**config.mk**
```make
export PLATFORM = sky130hd
export DESIGN_NAME = cdb_device_flat
export DESIGN_NICKNAME = d
export VERILOG_FILES = /design/src/rtl/cdb_pkg.sv /design/src/rtl/cdb_link_if.sv /design/src/rtl/cdb_device.sv /design/src/flat_wrapper.sv
export SDC_FILE = /design/constraint.sdc
export NUM_CORES = 1
export LEC_CHECK = 0
export ABC_AREA = 1
export BUFFER_PORTS_ARGS = -buffer_cell sky130_fd_sc_hd__buf_2
export CORE_MARGIN = 10
export CORE_UTILIZATION = 60
export CTS_BUF_LIST = sky130_fd_sc_hd__clkbuf_2 sky130_fd_sc_hd__clkbuf_4 sky130_fd_sc_hd__clkbuf_8
export CTS_CLUSTER_DIAMETER = 120
export DETAILED_ROUTE_END_ITERATION = 8
export PLACE_DENSITY = 0.78
export SLEW_MARGIN = 10
export SYNTH_ARGS = -nofsm -noshare
export SYNTH_HDL_FRONTEND = slang
export SYNTH_SLANG_ARGS = --single-unit
```
**constraint.sdc**
```tcl
create_clock -name core_clk -period 18.3 [get_ports core_clk]
set_input_delay 1.83 -clock core_clk [delete_from_list [all_inputs] [get_ports core_clk]]
set_output_delay 1.83 -clock core_clk [all_outputs]
set_load 0.05 [all_outputs]
```
**src/rtl/cdb_pkg.sv**
```systemverilog
// cdb_pkg: shared constants and types of the compliance descriptor link
package cdb_pkg;
  // ************************************************************
  // descriptor layout
  // ************************************************************
  localparam logic [15:0] DESC_TYPE_CRYPTO = 16'h0001;
  localparam logic [31:0] DESC_LEN_CRYPTO  = 32'h0000_0208;
  localparam int          DESC_BYTES       = 528;
  localparam int          HDR_BYTES        = 4;
  localparam int          OFF_LEN          = 4;
  localparam int          OFF_STD          = 8;
  localparam int          OFF_LVL          = 9;
  localparam int          OFF_HW           = 16;
  localparam int          OFF_VER          = 144;
  localparam int          OFF_NAME         = 272;
  localparam int          STR_BYTES        = 16;
  localparam logic [7:0]  STD_140_2        = 8'h32;
  localparam logic [7:0]  STD_140_3        = 8'h33;
  localparam logic [7:0]  ASCII_ONE        = 8'h31;
  // ************************************************************
  // controller registers
  // ************************************************************
  localparam logic [7:0]  REG_CTRL         = 8'h00;
  localparam logic [7:0]  REG_SID          = 8'h04;
  localparam logic [7:0]  REG_EM           = 8'h08;
  localparam logic [7:0]  REG_BAND         = 8'h0C;
  localparam logic [7:0]  REG_PSID         = 8'h10;
  localparam logic [7:0]  REG_STAT         = 8'h14;
  localparam logic [7:0]  REG_INQLEN       = 8'h18;
  localparam logic [7:0]  REG_INQINFO      = 8'h1C;
  localparam int          CTRL_NB_LSB      = 8;
  localparam logic [1:0]  CMD_PROV         = 2'h1;
  localparam logic [1:0]  CMD_ZERO         = 2'h2;
  localparam logic [1:0]  CMD_INQ          = 2'h3;
  localparam int          STAT_STEP_LSB    = 8;
  // ************************************************************
  // host sequence steps
  // ************************************************************
  localparam logic [4:0]  STEP_PROV        = 5'h00;
  localparam logic [4:0]  STEP_EM_PIN      = 5'h0A;
  localparam logic [4:0]  STEP_BAND_FIRST  = 5'h0B;
  localparam logic [4:0]  STEP_BAND_LAST   = 5'h0D;
  localparam logic [4:0]  STEP_PROV_END    = 5'h0E;
  localparam logic [4:0]  STEP_ZERO        = 5'h0F;
  localparam logic [4:0]  STEP_ZERO_END    = 5'h12;
  localparam logic [4:0]  STEP_INQ         = 5'h13;
  // ************************************************************
  // types
  // ************************************************************
  typedef enum logic [3:0] {
    OP_NOP, OP_START_ADMIN, OP_START_LOCK, OP_END, OP_GET_MSID, OP_AUTH,
    OP_SET_PIN, OP_MAKERS_OFF, OP_FW_LOCK, OP_FW_LOR, OP_ERASE, OP_REVERT, OP_INQ
  } cdb_op_t;
  typedef enum logic [1:0] {AU_SID, AU_PSID, AU_EM, AU_BM} cdb_auth_t;
  typedef enum logic [1:0] {SS_NONE, SS_ADMIN, SS_LOCK} cdb_sess_t;
  typedef enum logic [2:0] {DS_ZERO, DS_MSID, DS_SID, DS_EM, DS_BAND, DS_PSID} cdb_dsel_t;
  typedef struct packed {
    cdb_op_t   op;
    cdb_auth_t auth;
    cdb_dsel_t dsel;
  } cdb_step_t;
endpackage

```
**src/rtl/cdb_link_if.sv**
```systemverilog
// cdb_link_if: request and answer link between initiator and target
`timescale 1ns/1ps
interface cdb_link_if;
  logic                req_valid;
  logic                req_ready;
  cdb_pkg::cdb_op_t    req_op;
  cdb_pkg::cdb_auth_t  req_auth;
  logic [3:0]          req_band;
  logic [31:0]         req_data;
  logic                rsp_valid;
  logic                rsp_ready;
  logic                rsp_ok;
  logic                rsp_last;
  logic [31:0]         rsp_data;
  modport dev (
    input  req_valid, req_op, req_auth, req_band, req_data, rsp_ready,
    output req_ready, rsp_valid, rsp_ok, rsp_last, rsp_data
  );
  modport host (
    output req_valid, req_op, req_auth, req_band, req_data, rsp_ready,
    input  req_ready, rsp_valid, rsp_ok, rsp_last, rsp_data
  );
endinterface

```
**src/rtl/cdb_device.sv**
```systemverilog
// cdb_device: target end, security state and compliance descriptor framer
// Notes on behaviour
// - type bytes 0-1, reserved 2-3, length 4-7
// - length counts bytes after the length field
// - only type 0001h is ever emitted
// - several same-type descriptors per response allowed
// - specific bytes from 8 chosen by type
// - crypto descriptor: length 0208h, bytes 0-527
// - byte 8: 32h or 33h standard code
// - byte 9 ASCII level; 10-15 reserved
// - bytes 16-143 null-terminated hardware version
// - bytes 144-271 certified version string
// - bytes 272-527 null-terminated module name
// - host opens admin, gets MSID, authenticates SID
// - host sets SID PIN, disables makers, locks port
// - host provisions EraseMaster and each band
// - PSID revert restores factory security defaults
// - four-byte total length header precedes descriptors
//
// The APB slave port and the register offsets were left to the implementer.
`timescale 1ns/1ps
module cdb_device #(
  parameter int           NBANDS   = 4,
  parameter int           NDESC    = 1,
  parameter logic [31:0]  MSID     = 32'h1357_2468,  // arbitrary value
  parameter logic [31:0]  PSID     = 32'h9ABC_0F0F,  // arbitrary value
  parameter logic [127:0] HW_STR   = {"HW-A1", 88'h0},
  parameter logic [127:0] VER_STR  = {"FW-1.0", 80'h0},
  parameter logic [127:0] NAME_STR = {"CDB-MOD", 72'h0}
) (
  // clock and reset
  input  wire logic   core_clk,
  input  wire logic   rst,
  // link
  cdb_link_if.dev     lnk,
  // user side
  input  wire logic   fips3_sel,
  input  wire logic [1:0] level_sel,
  output logic        makers_enabled,
  output logic        fw_port_locked,
  output logic        fw_lock_on_power,
  output logic [1:0]  session
);
  // ************************************************************
  // state
  // ************************************************************
  typedef enum logic [1:0] {D_IDLE, D_RSP, D_STREAM} cdbd_phase_t;
  typedef struct packed {
    cdbd_phase_t                phase;
    cdb_pkg::cdb_sess_t         sess;
    logic                       authd;
    logic                       em_ok;
    cdb_pkg::cdb_auth_t         who;
    logic [3:0]                 band;
    logic [31:0]                sid_pin;
    logic [31:0]                em_pin;
    logic [NBANDS-1:0][31:0]    band_pin;
    logic                       makers_en;
    logic                       fw_locked;
    logic                       fw_lor;
    logic                       ok;
    logic                       last;
    logic [31:0]                data;
    logic [15:0]                pos;
    logic [9:0]                 off;
  } cdbd_state_t;

  localparam cdbd_state_t RST_S = '{
    phase: D_IDLE, sess: cdb_pkg::SS_NONE, who: cdb_pkg::AU_SID,
    sid_pin: MSID, em_pin: MSID, band_pin: {NBANDS{MSID}},
    makers_en: 1'b1, default: '0
  };
  localparam logic [31:0] TOTAL    = 32'(NDESC * cdb_pkg::DESC_BYTES);
  localparam logic [15:0] LAST_POS = 16'(cdb_pkg::HDR_BYTES + NDESC * cdb_pkg::DESC_BYTES - 1);

  cdbd_state_t q;
  cdbd_state_t d;
  logic        in_admin;
  logic        in_lock;
  logic        band_ok;
  logic        auth_match;
  logic        own_auth;

  // ************************************************************
  // descriptor bytes
  // ************************************************************
  function automatic logic [7:0] str_byte(input logic [127:0] s, input int k);
    if (k < cdb_pkg::STR_BYTES) begin
      return s[8*(cdb_pkg::STR_BYTES-1-k) +: 8];
    end
    return 8'h00;
  endfunction

  function automatic logic [7:0] desc_byte(input int off);
    logic [7:0] b;
    b = 8'h00;
    if (off < 2) begin
      b = cdb_pkg::DESC_TYPE_CRYPTO[8*(1-off) +: 8];
    end else if (off >= cdb_pkg::OFF_LEN && off < cdb_pkg::OFF_STD) begin
      b = cdb_pkg::DESC_LEN_CRYPTO[8*(cdb_pkg::OFF_STD-1-off) +: 8];
    end else if (off == cdb_pkg::OFF_STD) begin
      b = fips3_sel ? cdb_pkg::STD_140_3 : cdb_pkg::STD_140_2;
    end else if (off == cdb_pkg::OFF_LVL) begin
      b = cdb_pkg::ASCII_ONE + {6'h00, level_sel};
    end else if (off >= cdb_pkg::OFF_HW && off < cdb_pkg::OFF_VER) begin
      b = str_byte(HW_STR, off - cdb_pkg::OFF_HW);
    end else if (off >= cdb_pkg::OFF_VER && off < cdb_pkg::OFF_NAME) begin
      b = str_byte(VER_STR, off - cdb_pkg::OFF_VER);
    end else if (off >= cdb_pkg::OFF_NAME && off < cdb_pkg::DESC_BYTES) begin
      b = str_byte(NAME_STR, off - cdb_pkg::OFF_NAME);
    end
    return b;
  endfunction

  function automatic logic [7:0] byte_at(input logic [15:0] pos, input logic [9:0] off);
    if (int'(pos) < cdb_pkg::HDR_BYTES) begin
      return TOTAL[8*(cdb_pkg::HDR_BYTES-1-int'(pos)) +: 8];
    end
    return desc_byte(int'(off));
  endfunction

  // ************************************************************
  // authentication
  // ************************************************************
  assign in_admin = (q.sess == cdb_pkg::SS_ADMIN);
  assign in_lock  = (q.sess == cdb_pkg::SS_LOCK);
  assign band_ok  = (int'(lnk.req_band) < NBANDS);

  always_comb begin
    auth_match = 1'b0;
    case (lnk.req_auth)
      cdb_pkg::AU_SID:  auth_match = in_admin && (lnk.req_data == q.sid_pin);
      cdb_pkg::AU_PSID: auth_match = in_admin && (lnk.req_data == PSID);
      cdb_pkg::AU_EM:   auth_match = in_lock && (lnk.req_data == q.em_pin);
      cdb_pkg::AU_BM:   auth_match = in_lock && band_ok && (lnk.req_data == q.band_pin[lnk.req_band]);
      default:          auth_match = 1'b0;
    endcase
  end

  assign own_auth = q.authd && (q.who == lnk.req_auth) &&
                    (lnk.req_auth != cdb_pkg::AU_BM || q.band == lnk.req_band);

  // ************************************************************
  // next state
  // ************************************************************
  always_comb begin
    d = q;
    case (q.phase)
      D_IDLE: begin
        if (lnk.req_valid) begin
          d.phase = D_RSP;
          d.ok    = 1'b0;
          d.last  = 1'b1;
          d.data  = '0;
          case (lnk.req_op)
            cdb_pkg::OP_START_ADMIN: begin
              d.sess  = cdb_pkg::SS_ADMIN;
              d.authd = 1'b0;
              d.ok    = 1'b1;
            end
            cdb_pkg::OP_START_LOCK: begin
              d.sess  = cdb_pkg::SS_LOCK;
              d.authd = 1'b0;
              d.em_ok = 1'b0;
              d.ok    = 1'b1;
            end
            cdb_pkg::OP_END: begin
              d.sess  = cdb_pkg::SS_NONE;
              d.authd = 1'b0;
              d.ok    = 1'b1;
            end
            cdb_pkg::OP_GET_MSID: begin
              d.ok   = (q.sess != cdb_pkg::SS_NONE);
              d.data = d.ok ? MSID : 32'h0000_0000;
            end
            cdb_pkg::OP_AUTH: begin
              d.authd = auth_match;
              d.who   = lnk.req_auth;
              d.em_ok = q.em_ok || (auth_match && lnk.req_auth == cdb_pkg::AU_EM);
              d.band  = lnk.req_band;
              d.ok    = auth_match;
            end
            cdb_pkg::OP_SET_PIN: begin
              if (own_auth && lnk.req_auth != cdb_pkg::AU_PSID) begin
                d.ok = 1'b1;
                case (lnk.req_auth)
                  cdb_pkg::AU_SID: d.sid_pin = lnk.req_data;
                  cdb_pkg::AU_EM:  d.em_pin = lnk.req_data;
                  default:         d.band_pin[lnk.req_band] = lnk.req_data;
                endcase
              end
            end
            cdb_pkg::OP_MAKERS_OFF, cdb_pkg::OP_FW_LOCK, cdb_pkg::OP_FW_LOR: begin
              if (in_admin && q.authd && q.who == cdb_pkg::AU_SID) begin
                d.ok = 1'b1;
                case (lnk.req_op)
                  cdb_pkg::OP_MAKERS_OFF: d.makers_en = 1'b0;
                  cdb_pkg::OP_FW_LOCK:    d.fw_locked = 1'b1;
                  default:                d.fw_lor = 1'b1;
                endcase
              end
            end
            cdb_pkg::OP_ERASE: begin
              if (in_lock && q.em_ok && band_ok) begin
                d.ok = 1'b1;
                d.band_pin[lnk.req_band] = MSID;
              end
            end
            cdb_pkg::OP_REVERT: begin
              if (in_admin && q.authd && q.who == cdb_pkg::AU_PSID) begin
                d = RST_S;
                d.phase = D_RSP;
                d.ok    = 1'b1;
                d.last  = 1'b1;
              end
            end
            cdb_pkg::OP_INQ: begin
              d.phase = D_STREAM;
              d.ok    = 1'b1;
              d.last  = 1'b0;
              d.pos   = '0;
              d.off   = '0;
              d.data  = {24'h000000, byte_at(16'h0000, 10'h000)};
            end
            default: d.ok = 1'b0;
          endcase
        end
      end
      D_RSP: begin
        if (lnk.rsp_ready) begin
          d.phase = D_IDLE;
        end
      end
      D_STREAM: begin
        if (lnk.rsp_ready) begin
          if (q.last) begin
            d.phase = D_IDLE;
          end else begin
            d.pos = q.pos + 16'h0001;
            if (int'(q.pos) < cdb_pkg::HDR_BYTES || int'(q.off) == cdb_pkg::DESC_BYTES - 1) begin
              d.off = '0;
            end else begin
              d.off = q.off + 10'h001;
            end
            d.last = (d.pos == LAST_POS);
            d.data = {24'h000000, byte_at(d.pos, d.off)};
          end
        end
      end
      default: d.phase = D_IDLE;
    endcase
  end

  always_ff @(posedge core_clk or posedge rst) begin
    if (rst) begin
      q <= RST_S;
    end else begin
      q <= d;
    end
  end

  // ************************************************************
  // outputs
  // ************************************************************
  assign lnk.req_ready    = (q.phase == D_IDLE);
  assign lnk.rsp_valid    = (q.phase != D_IDLE);
  assign lnk.rsp_ok       = q.ok;
  assign lnk.rsp_last     = q.last;
  assign lnk.rsp_data     = q.data;
  assign makers_enabled   = q.makers_en;
  assign fw_port_locked   = q.fw_locked;
  assign fw_lock_on_power = q.fw_lor;
  assign session          = q.sess;
endmodule // cdb_device

```
**src/flat_wrapper.sv**
```systemverilog
// flat-port wrapper written by rule: the top's interface ports become plain ports
module cdb_device_flat 
#(
  parameter int           NBANDS   = 4,
  parameter int           NDESC    = 1,
  parameter logic [31:0]  MSID     = 32'h1357_2468,                    
  parameter logic [31:0]  PSID     = 32'h9ABC_0F0F,                    
  parameter logic [127:0] HW_STR   = {"     ", 88'h0},
  parameter logic [127:0] VER_STR  = {"      ", 80'h0},
  parameter logic [127:0] NAME_STR = {"       ", 72'h0}
)
  (core_clk, rst, fips3_sel, level_sel, makers_enabled, fw_port_locked, fw_lock_on_power, session, lnk_req_valid, lnk_req_op, lnk_req_auth, lnk_req_band, lnk_req_data, lnk_rsp_ready, lnk_req_ready, lnk_rsp_valid, lnk_rsp_ok, lnk_rsp_last, lnk_rsp_data);
  cdb_link_if lnk_i ();
  input  wire logic core_clk;
  input  wire logic rst;
  input  wire logic fips3_sel;
  input  wire logic [1:0] level_sel;
  output logic makers_enabled;
  output logic fw_port_locked;
  output logic fw_lock_on_power;
  output logic [1:0] session;
  input wire logic [$bits(lnk_i.req_valid)-1:0] lnk_req_valid;
  input wire logic [$bits(lnk_i.req_op)-1:0] lnk_req_op;
  input wire logic [$bits(lnk_i.req_auth)-1:0] lnk_req_auth;
  input wire logic [$bits(lnk_i.req_band)-1:0] lnk_req_band;
  input wire logic [$bits(lnk_i.req_data)-1:0] lnk_req_data;
  input wire logic [$bits(lnk_i.rsp_ready)-1:0] lnk_rsp_ready;
  output wire logic [$bits(lnk_i.req_ready)-1:0] lnk_req_ready;
  output wire logic [$bits(lnk_i.rsp_valid)-1:0] lnk_rsp_valid;
  output wire logic [$bits(lnk_i.rsp_ok)-1:0] lnk_rsp_ok;
  output wire logic [$bits(lnk_i.rsp_last)-1:0] lnk_rsp_last;
  output wire logic [$bits(lnk_i.rsp_data)-1:0] lnk_rsp_data;
  assign lnk_i.req_valid = lnk_req_valid;
  assign lnk_i.req_op = lnk_req_op;
  assign lnk_i.req_auth = lnk_req_auth;
  assign lnk_i.req_band = lnk_req_band;
  assign lnk_i.req_data = lnk_req_data;
  assign lnk_i.rsp_ready = lnk_rsp_ready;
  assign lnk_req_ready = lnk_i.req_ready;
  assign lnk_rsp_valid = lnk_i.rsp_valid;
  assign lnk_rsp_ok = lnk_i.rsp_ok;
  assign lnk_rsp_last = lnk_i.rsp_last;
  assign lnk_rsp_data = lnk_i.rsp_data;
  cdb_device #(.NBANDS(NBANDS), .NDESC(NDESC), .MSID(MSID), .PSID(PSID), .HW_STR(HW_STR), .VER_STR(VER_STR), .NAME_STR(NAME_STR)) u_core (.core_clk(core_clk), .rst(rst), .lnk(lnk_i), .fips3_sel(fips3_sel), .level_sel(level_sel), .makers_enabled(makers_enabled), .fw_port_locked(fw_port_locked), .fw_lock_on_power(fw_lock_on_power), .session(session));
endmodule
```
* Yosys cells after proc, flatten, opt, wreduce, memory -nomap -nowiden
Index checks and enable logic that the tools add are counted.
** Word-level totals
- Memories :: 0
- Memory bits (read-only) :: 0
- Logic and storage cells :: 258
- Bits in writable memories :: 0
- Register bits :: 267
- Latch bits :: 0
** Operators by class
- Shift operators :: 6
- $add $sub $neg :: 12
- Multiplexer cells :: 96
- Bitwise gates (word level) :: 3
- Divide/modulo/power cells :: 0
- Order comparisons :: 17
- Equality and inequality tests :: 49
- Multiply operators :: 0
- Reduce and logical (&&, ||, !) cells :: 55
** Operators by type and width (count)
- $pmux W128 S3 :: 1
- $shiftx A128 B32 Y8 const A :: 3
- $mux W267 :: 1
- $mux W265 :: 1
- $mux W128 :: 2
- $mux W192 :: 1
- $bwmux W128 :: 1
- $mux W32 :: 4
- $pmux W64 S2 :: 1
- $mux W8 :: 15
- $mux W59 :: 2
- $pmux W59 S2 :: 1
- $eq A32 B32 Y1 :: 3
- $and A76 B76 Y76 :: 1
- $not A76 Y76 :: 1
- $bmux W32 S2 :: 1
- $demux W32 S2 :: 1
- $pmux W32 S2 :: 1
- $shiftx A32 B32 Y8 const A :: 2
- $or A52 B52 Y52 :: 1
- $pmux W26 S2 :: 1
- $mux W1 :: 43
- $mux W10 :: 4
- $reduce_and A6 Y1 :: 6
- 65 further kinds :: 140

* Depth between registers and ports, before layout
Gate-level depths: netlist (run 1).
- Depth in word-level cells :: 32
- Gate-level depth with buffers :: 20

* Least setup slack after synthesis (run 1)
Ideal clock, no wire load.
- Path type :: in2reg
- Start :: in lnk_req_band[1]
- End :: reg u_core.q[228] (netlist name)
- Stages on the path :: 12
- Library setup time :: 0.082 ns
- Data required time :: 18.218 ns
- Arrival :: 3.324 ns
- Slack :: 14.894 ns
- Cells stage by stage :: buf_4 > inv_4 > nand2_1 > o211ai_1 > nor3_2 > o21ai_1 > nand2_1 > nand2_2 > inv_1 > nand2_1 > buf_4 > mux2_2
** On the way
- Longest elaborated chain between the ends :: 6
** RTL lines
- start, declared :: line flat_wrapper.sv:25 : input wire logic [$bits(lnk_i.req_band)-1:0] lnk_req_band;
- $eq A4 B4 Y1 :: line cdb_device.sv:141 : (lnk.req_auth != cdb_pkg::AU_BM || q.band == lnk.req_band);
- $logic_or A1 B1 Y1 :: line cdb_device.sv:141
- $logic_and A1 B1 Y1 :: line cdb_device.sv:140 : assign own_auth = q.authd && (q.who == lnk.req_auth) &&
- $logic_and A1 B1 Y1 :: line cdb_device.sv:184 : if (own_auth && lnk.req_auth != cdb_pkg::AU_PSID) begin
- $ne A2 B1 Y1 (no source line)
- $reduce_and A6 Y1 (no source line)
- end signal, assigned :: line cdb_device.sv:256 : q <= RST_S;
- end signal, assigned :: line cdb_device.sv:258 : q <= d;
- end, declared :: line cdb_device.sv:76 : cdbd_state_t q;
Every way passes these cells.
A chain may end at the register's enable or synchronous reset.

* Worst setup path after layout (run 1)
- Start :: in lnk_req_band[0]
- End :: reg u_core.q[64] (netlist name)
** On the way
- Longest elaborated chain between the ends :: 8
- Elaborated cells between the ends (all ways) :: 21
** RTL lines
- $ge A4 B1 Y1 (implied by the code) / $lt A4 B3 Y1 (equally long branches) :: line cdb_device.sv:189, cdb_device.sv:206, cdb_device.sv:127
- $logic_and A1 B1 Y1 (implied by the code) :: line cdb_device.sv:189, cdb_device.sv:206
- $mux W32 (implied by the code) :: line cdb_device.sv:189, cdb_device.sv:206
- $demux W32 S2
- $bwmux W128 / $not A76 Y76 (equally long branches)
- $mux W128 / $and A76 B76 Y76 (equally long branches)
- $mux W192 / $mux W128 (equally long branches) :: line cdb_device.sv:184, cdb_device.sv:204
- $pmux W128 S3 :: line cdb_device.sv:155 : case (lnk.req_op)
Several ways; a longest one is shown, not always the timed one. The select of a mux whose other input is x is not followed.

==> results.cfg, run 1 <==
[outcome]
status = complete, no violations

[logic_synthesis]
yosys_warnings = 0
synth_fa_ha_area_share_pct = 0.787
synth_top_cell_by_area = dfrtp_1
synth-simple-area-share_pct = 30.5
synth_area_per_cell_um2 = 6.91
synth_most_common_cell = nand2_1
synth_async_sr_flop_share_pct = 100
synth_edf_count = 0
ys_seq_elements = 242
synth_top_family_by_area = simple AND/OR/NAND/NOR gates
netlist.area_leader.share_pct = 25.6
synth_flop_cell = dfrtp_1
synthMuxAreaShare_pct = 1.74
synthTopCellsByCount = 562 x nand2_1, 242 x inv_1, 226 x nor2_1
syn_inst = 2301
synth_xor_area_share_pct = 1.76
synth_area_um2 = 15900
synth_compound_gate_area_share_pct = 15.4
ys_seq_area_share_pct = 38.7
yosys-top-cells-area = dfrtp_1 26%, nand2_1 13%, dfstp_2 13%
ys_types = 49

[cts]
cts.sinks = 242
cts_setup_buffers = 0
cts_root_buffer = clkbuf_8
clk_latency_ns = 0.57
cts_tree = yes
cts_buffer_depth = 3
numCtsBuffers = 44
clk_pin_slew_ns = 0.06
hold_buffers = 0
cts_resized = 0
ctsHtreeMaxLevel = 2

[sta]
period_share_pct = 25.8
setup_viol = 0
period_needed_ns = 4.72
setup_tns_ns = 0
max_freq_ghz = 0.212
finClkSkew_ns = 0.0201
setup_ws_ns = 13.58
hold_ws_ns = 0.472
timing.final.hold_violations = 0
slew_viol_final = 0
rsz0062_at_grt = no
slew_headroom_pct = 30.9
worstMarginPinSlew_ns = 1.03

[flow_run]
cap_violations = 0

[layout]
antenna_cells = 0
nNetsFinal = 2370
instances_no_fill = 2679
final_layout_size_suffix_gt1_share_pct = 14.2
n_fill_cell = 2276
area_delta_synth_final_pct = 7.48

[routing]
vias = 15771
vias_per_cell = 5.89
drtIter0Drc = 1736
drt-wirelength-per-cell_um = 18.1
ant_nets = 0
dr.pass1.iters = 7
drc = 0
wl_um = 48600

[hold_path]
hold_class = reg -> reg

[global_route]
antenna_found_initial = 0
grt_pass1_wl_um = 78600
grt-ovfl-total = 0
grt_max_degree = 118
grt.total_usage_pct = 28.3
first_global_vias = 14900

[placement]
pre_cts_slack_ns = 13.21
hpwl_um = 33200
dp_cells = 2600
routabilityCongestion = 0.943
port_buffers = 74

[critical_path]
crit_type = in -> reg
worstPathArrival_ns = 5.14
cp_max_fo = 57
worstPathRequired_ns = 18.72
end_kind = register
crit_path_start_kind = input pin

[floorplanning]
die_area_um2 = 33400
dieHeight_um = 183
ioPinCount = 90
initial_core_util_pct = 61.0
coreArea_um2 = 26100
num_rows = 59
chipWidth_um = 183

[power_and_ir_drop]
ir_worst_vdd_v = 0.0000767
p_total_mw = 1.63
p_leak_nw = 8.03
power_per_cell_area_nw_per_um2 = 95.3
## path summary, 6_finish.rpt
kind	slack [ns]	endpoint	from	cells after the start
hold / removal	0.47	u_core.q[165]	u_core.q[165]	2
max in group asynchronous	14.79	u_core.q[250]	rst	4
setup reg to reg	15.23	u_core.q[64]	u_core.session[0]	9
hold reg to reg	0.47	u_core.q[165]	u_core.q[165]	2
setup / recovery	13.58	u_core.q[64]	lnk_req_band[0]	14
min in group asynchronous	1.38	u_core.q[25]	rst	2
## power by group
group          switching, mW  internal, mW  total (mW)
registers             0.0607         0.640       0.701
logic                  0.240         0.118       0.359
clock network          0.240         0.330       0.569
## final cells by class
type	count	area, um2	area share, %
multi-input cells	1671	8050	47.1
flip-flops and latches	242	6150	36.0
inverters	261	990	5.79
clock buffers	75	963	5.64
repair buffers	91	498	2.91
well taps	335	419	2.45
clock inverters	4	20.0	0.117
## worst max-delay path, cell delays in order
cell     delay, ns
buf_2         0.08
buf_4         0.50
inv_2         0.41
nand2_1       0.14
nand3_1       0.10
nor3_2        0.12
o21ai_1       0.09
nand2_1       0.08
nand2_2       0.10
nor3_4        0.12
buf_4         0.35
nand2_2       0.57
o21ai_0       0.44
o21ai_0       0.14
## registers in the layout (all words and copies together), names as in the netlist
name and cells:
u_core.makers_enabled 1, u_core.session 2, u_core.lnk.rsp_last 1, u_core.lnk.rsp_data 7, u_core.fw_lock_on_power 1, u_core.fw_port_locked 1, u_core.q 228, u_core.lnk.rsp_ok 1
## metal layers
| layer | vias to the layer above | track usage [%] | routed length, um |
|---|---|---|---|
| li1 | 7463 | - | - |
| met1 | 7456 | 36.7 | 19900 |
| met2 | 722 | 45.8 | 22600 |
| met3 | 130 | 4.88 | 4220 |
| met4 | 0 | 11.9 | 1890 |
| met5 | - | 0 | 0 |
## through the flow
step                      cell area (um2)  utilization, %
after floorplan                     16000               -
after detailed placement            16100            61.8
after global routing                17100            65.6
after CTS                           17100            65.6
final                               17100            65.6
after global placement              16100            61.8
## logic make-up after synthesis
| kind of cell | after synthesis |
|---|---|
| AO/OA/AOI/OAI | 463 |
| XOR/XNOR | 32 |
| adder cells (fa/ha/maj) | 10 |
| buffers and inverters | 402 |
| flip-flops | 242 |
| multiplexers | 26 |
| other | 1 |
| AND/OR/NAND/NOR | 1125 |
## cell usage in the layout, fill, tap and decap left out, types with 2 or more instances in the layout
cell type / synthesis / final
mux2i_1: 13 / 13
nand2_2: 6 / 8
inv_2: 13 / 13
clkinv_2: 0 / 4
nor2_1: 226 / 226
a21oi_1: 115 / 114
nand2_1: 562 / 560
o21a_1: 2 / 2
inv_1: 242 / 241
buf_4: 43 / 17
nor4_1: 2 / 2
nor3_4: 2 / 2
a21oi_2: 2 / 3
o31ai_1: 20 / 20
conb_1: 1 / 15
nor2_4: 4 / 6
or2_2: 16 / 16
dfrtp_1: 163 / 163
nor3_1: 121 / 121
mux2_2: 13 / 13
nor2_2: 12 / 10
xor2_1: 31 / 31
nand2_4: 3 / 3
clkbuf_8: 0 / 64
and2_1: 2 / 2
o22ai_1: 23 / 23
clkinv_1: 5 / 5
ha_1: 10 / 10
o21ai_0: 190 / 190
o211ai_1: 3 / 3
buf_2: 25 / 74
clkbuf_4: 0 / 11
nand4_1: 27 / 27
nand3_1: 129 / 129
nand3b_1: 6 / 6
o21ai_1: 104 / 104
nor3_2: 2 / 2
dfstp_2: 79 / 79
(Power assumes the default switching activity.)
==> run 2: changes to the inputs <==
--- a/config.mk
+++ b/config.mk
@@ -5,10 +5,10 @@
 export SDC_FILE = /design/constraint.sdc
 export NUM_CORES = 1
 export LEC_CHECK = 0
-export ABC_AREA = 1
+export ABC_AREA = 0
 export BUFFER_PORTS_ARGS = -buffer_cell sky130_fd_sc_hd__buf_2
 export CORE_MARGIN = 10
-export CORE_UTILIZATION = 60
+export CORE_UTILIZATION = 57
 export CTS_BUF_LIST = sky130_fd_sc_hd__clkbuf_2 sky130_fd_sc_hd__clkbuf_4 sky130_fd_sc_hd__clkbuf_8
 export CTS_CLUSTER_DIAMETER = 120
 export DETAILED_ROUTE_END_ITERATION = 8
==> constraint.sdc (replaced) <==
create_clock -name core_clk -period 4 [get_ports core_clk]
set_input_delay 0.4 -clock core_clk [delete_from_list [all_inputs] [get_ports core_clk]]
set_output_delay 0.4 -clock core_clk [all_outputs]
set_load 0.05 [all_outputs]
==> results.cfg, run 2 <==
[floorplanning]
num_rows = 57
coreArea_um2 = 24200
ioPinCount = 90
initial_core_util_pct = 57.8
chipWidth_um = 177
dieHeight_um = 177
die_area_um2 = 31300

[layout]
finish.utilization_pct = 63.1
layout_commonest_cell = nand2_1
regMostFlops = u_core.q
layout_common_cells = 188 x nand2_1, 163 x dfrtp_1, 143 x o21ai_0
largest_reg_flops = 228
area_delta_synth_final_pct = 9.02
nNetsFinal = 1520
final_layout_size_suffix_gt1_share_pct = 21.4

[placement]
port_buffers = 74
routabilityCongestion = 0.942
hpwl_um = 27800

[global_route]
grt_max_degree = 168
first_global_vias = 11549
antenna_found_initial = 1
grt_pass1_wl_um = 64700
grt-ovfl-total = 0
grt.total_usage_pct = 25.7

[hold_path]
hold_class = in -> reg
min_from = lnk_rsp_ready
hold_end = u_core.q[266]
holdPathStages = 2

[routing]
drc = 0
dr.pass1.iters = 6
ant_nets = 0
vias_per_cell = 6.54
wl_um = 40800
vias = 11929
drt-wirelength-per-cell_um = 22.4
drtIter0Drc = 1535

[critical_path]
reg2reg_from = u_core.q[0]
reg2reg_depth = 11
crit_type = reg -> reg
worstPathArrival_ns = 3.86
worstPathRequired_ns = 4.47
r2r-end = u_core.lnk.rsp_data[3]
end_kind = register
cp_max_fo = 18
reg2reg_slack_ns = 0.60
crit_path_start_kind = register

[sta]
period_needed_ns = 3.40
slew_headroom_pct = 30.5
setup_viol = 0
slew_viol_final = 0
rsz0062_at_grt = no
timing.final.hold_violations = 0
worstMarginPinSlew_ns = 1.04
setup_tns_ns = 0
max_freq_ghz = 0.295
finClkSkew_ns = 0.0285
period_share_pct = 84.9

[logic_synthesis]
synth_async_sr_flop_share_pct = 100
synth_most_common_cell = nand2_1
synthTopCellsByCount = 188 x nand2_1, 163 x dfrtp_1, 143 x o21ai_0
synth_area_um2 = 14000
ys_types = 80
yosys-top-cells-area = dfrtp_1 29%, dfstp_2 15%, o21ai_0 5.1%
synth_top_cell_by_area = dfrtp_1
ys_seq_elements = 242
synth_area_per_cell_um2 = 9.63
synth_flop_cell = dfrtp_1
yosys_warnings = 0
syn_inst = 1457
ys_seq_area_share_pct = 43.9
netlist.area_leader.share_pct = 29.1
synth_edf_count = 0

[cts]
cts_root_buffer = clkbuf_8
cts_buffer_depth = 3
hold_buffers = 0
ctsHtreeMaxLevel = 2
cts_setup_buffers = 0
numCtsBuffers = 44
clk_latency_ns = 0.57
cts_tree = yes
clk_pin_slew_ns = 0.06
cts_resized = 0
cts.sinks = 242

[flow_run]
cap_violations = 0

[power_and_ir_drop]
ir_worst_vdd_v = 0.000242
p_leak_nw = 6.38
power_per_cell_area_nw_per_um2 = 455

[outcome]
status = complete, no violations
run 2: cell types whose count changed in the layout (fill, tap and decap cells not counted), moves of 26 or more:
cell | before | now
o21ai_1 | 104 | 3
o22a_1 | 0 | 42
a22o_1 | 0 | 76
mux4_2 | 0 | 26
a21oi_1 | 114 | 41
xnor2_1 | 1 | 55
nand3_1 | 129 | 20
nand2_1 | 560 | 188
nor3_1 | 121 | 20
inv_1 | 241 | 36
o21ai_0 | 190 | 143
nor2_1 | 226 | 51
run 2: cells by family (layout without fill, tap and decap cells):
logic type,count (synthesis),in the layout,share of synthesized area [%]
AO/OA/AOI/OAI,456,456,22.7
AND/OR/NAND/NOR,430,430,15.4
flip-flops,242,242,43.9
buffers and inverters,193,218,6.59
XOR/XNOR,77,77,4.81
multiplexers,48,48,5.75
adder cells (fa/ha/maj),10,10,0.874
other,1,18,0.0267
run 2: critical path: stages (launching register included):
cell	delay, ns
dfrtp_1	0.67
ha_1	0.45
and3_1	0.29
and4_1	0.26
nor2_1	0.05
buf_4	0.16
o21ai_0	0.15
ha_1	0.33
and3_1	0.19
nand3_1	0.12
or4_1	0.49
o21ai_0	0.14
run 2: routing by layer:
metal | vias up | global-route usage, % | share of wire, %
met4 | 0 | 9.95 | 3.0
met1 | 5919 | 37.0 | 43
met2 | 600 | 37.1 | 44
li1 | 5320 | - | -
met3 | 90 | 5.53 | 9.2
met5 | - | 0 | 0
run 2: per-stage QoR:
stage | power, mW | std cells | instance area, um2 | setup WS, ns | hold WS [ns]
after global routing | 7.26 | 1821 | 15300 | 0.340 | 0.134
final | 6.95 | 1823 | 15300 | 0.605 | 0.130
after floorplan | 4.11 | 1471 | 14100 | 0.489 | 0.450
after detailed placement | 4.45 | 1740 | 14300 | 0.727 | 0.477
after global placement | 4.41 | 1740 | 14300 | 0.777 | 0.464
after CTS | 6.96 | 1820 | 15300 | 0.682 | 0.112
run 2: worst max path at each step:
stage,start,endpoint,depth (start not counted)
global route,u_core.q[0],u_core.lnk.rsp_data[3],11
finish,u_core.q[0],u_core.lnk.rsp_data[3],11
CTS,u_core.q[0],u_core.lnk.rsp_data[3],11
detailed placement,u_core.q[0],u_core.lnk.rsp_data[3],11
floorplan,rst,u_core.fw_lock_on_power,1
global placement,u_core.q[0],u_core.lnk.rsp_data[3],11
run 2: power by group:
part           leakage, nW  internal (mW)  switching [mW]
Combinational         2.93          0.499           0.761
Sequential            2.94           2.91           0.276
Clock                0.513           1.44            1.06
Total                 6.38           4.85            2.10
run 2: area by class of cell:
class                           instances  area [um2]
Multi-Input combinational cell       1036        7020
Inverter                               37         143
Clock buffer                           75         920
Tap cell                              324         405
Clock inverter                          5        28.8
Antenna cell                            3        7.51
Timing Repair Buffer                  101         611
Fill cell                            1969        8960
Sequential cell                       242        6150
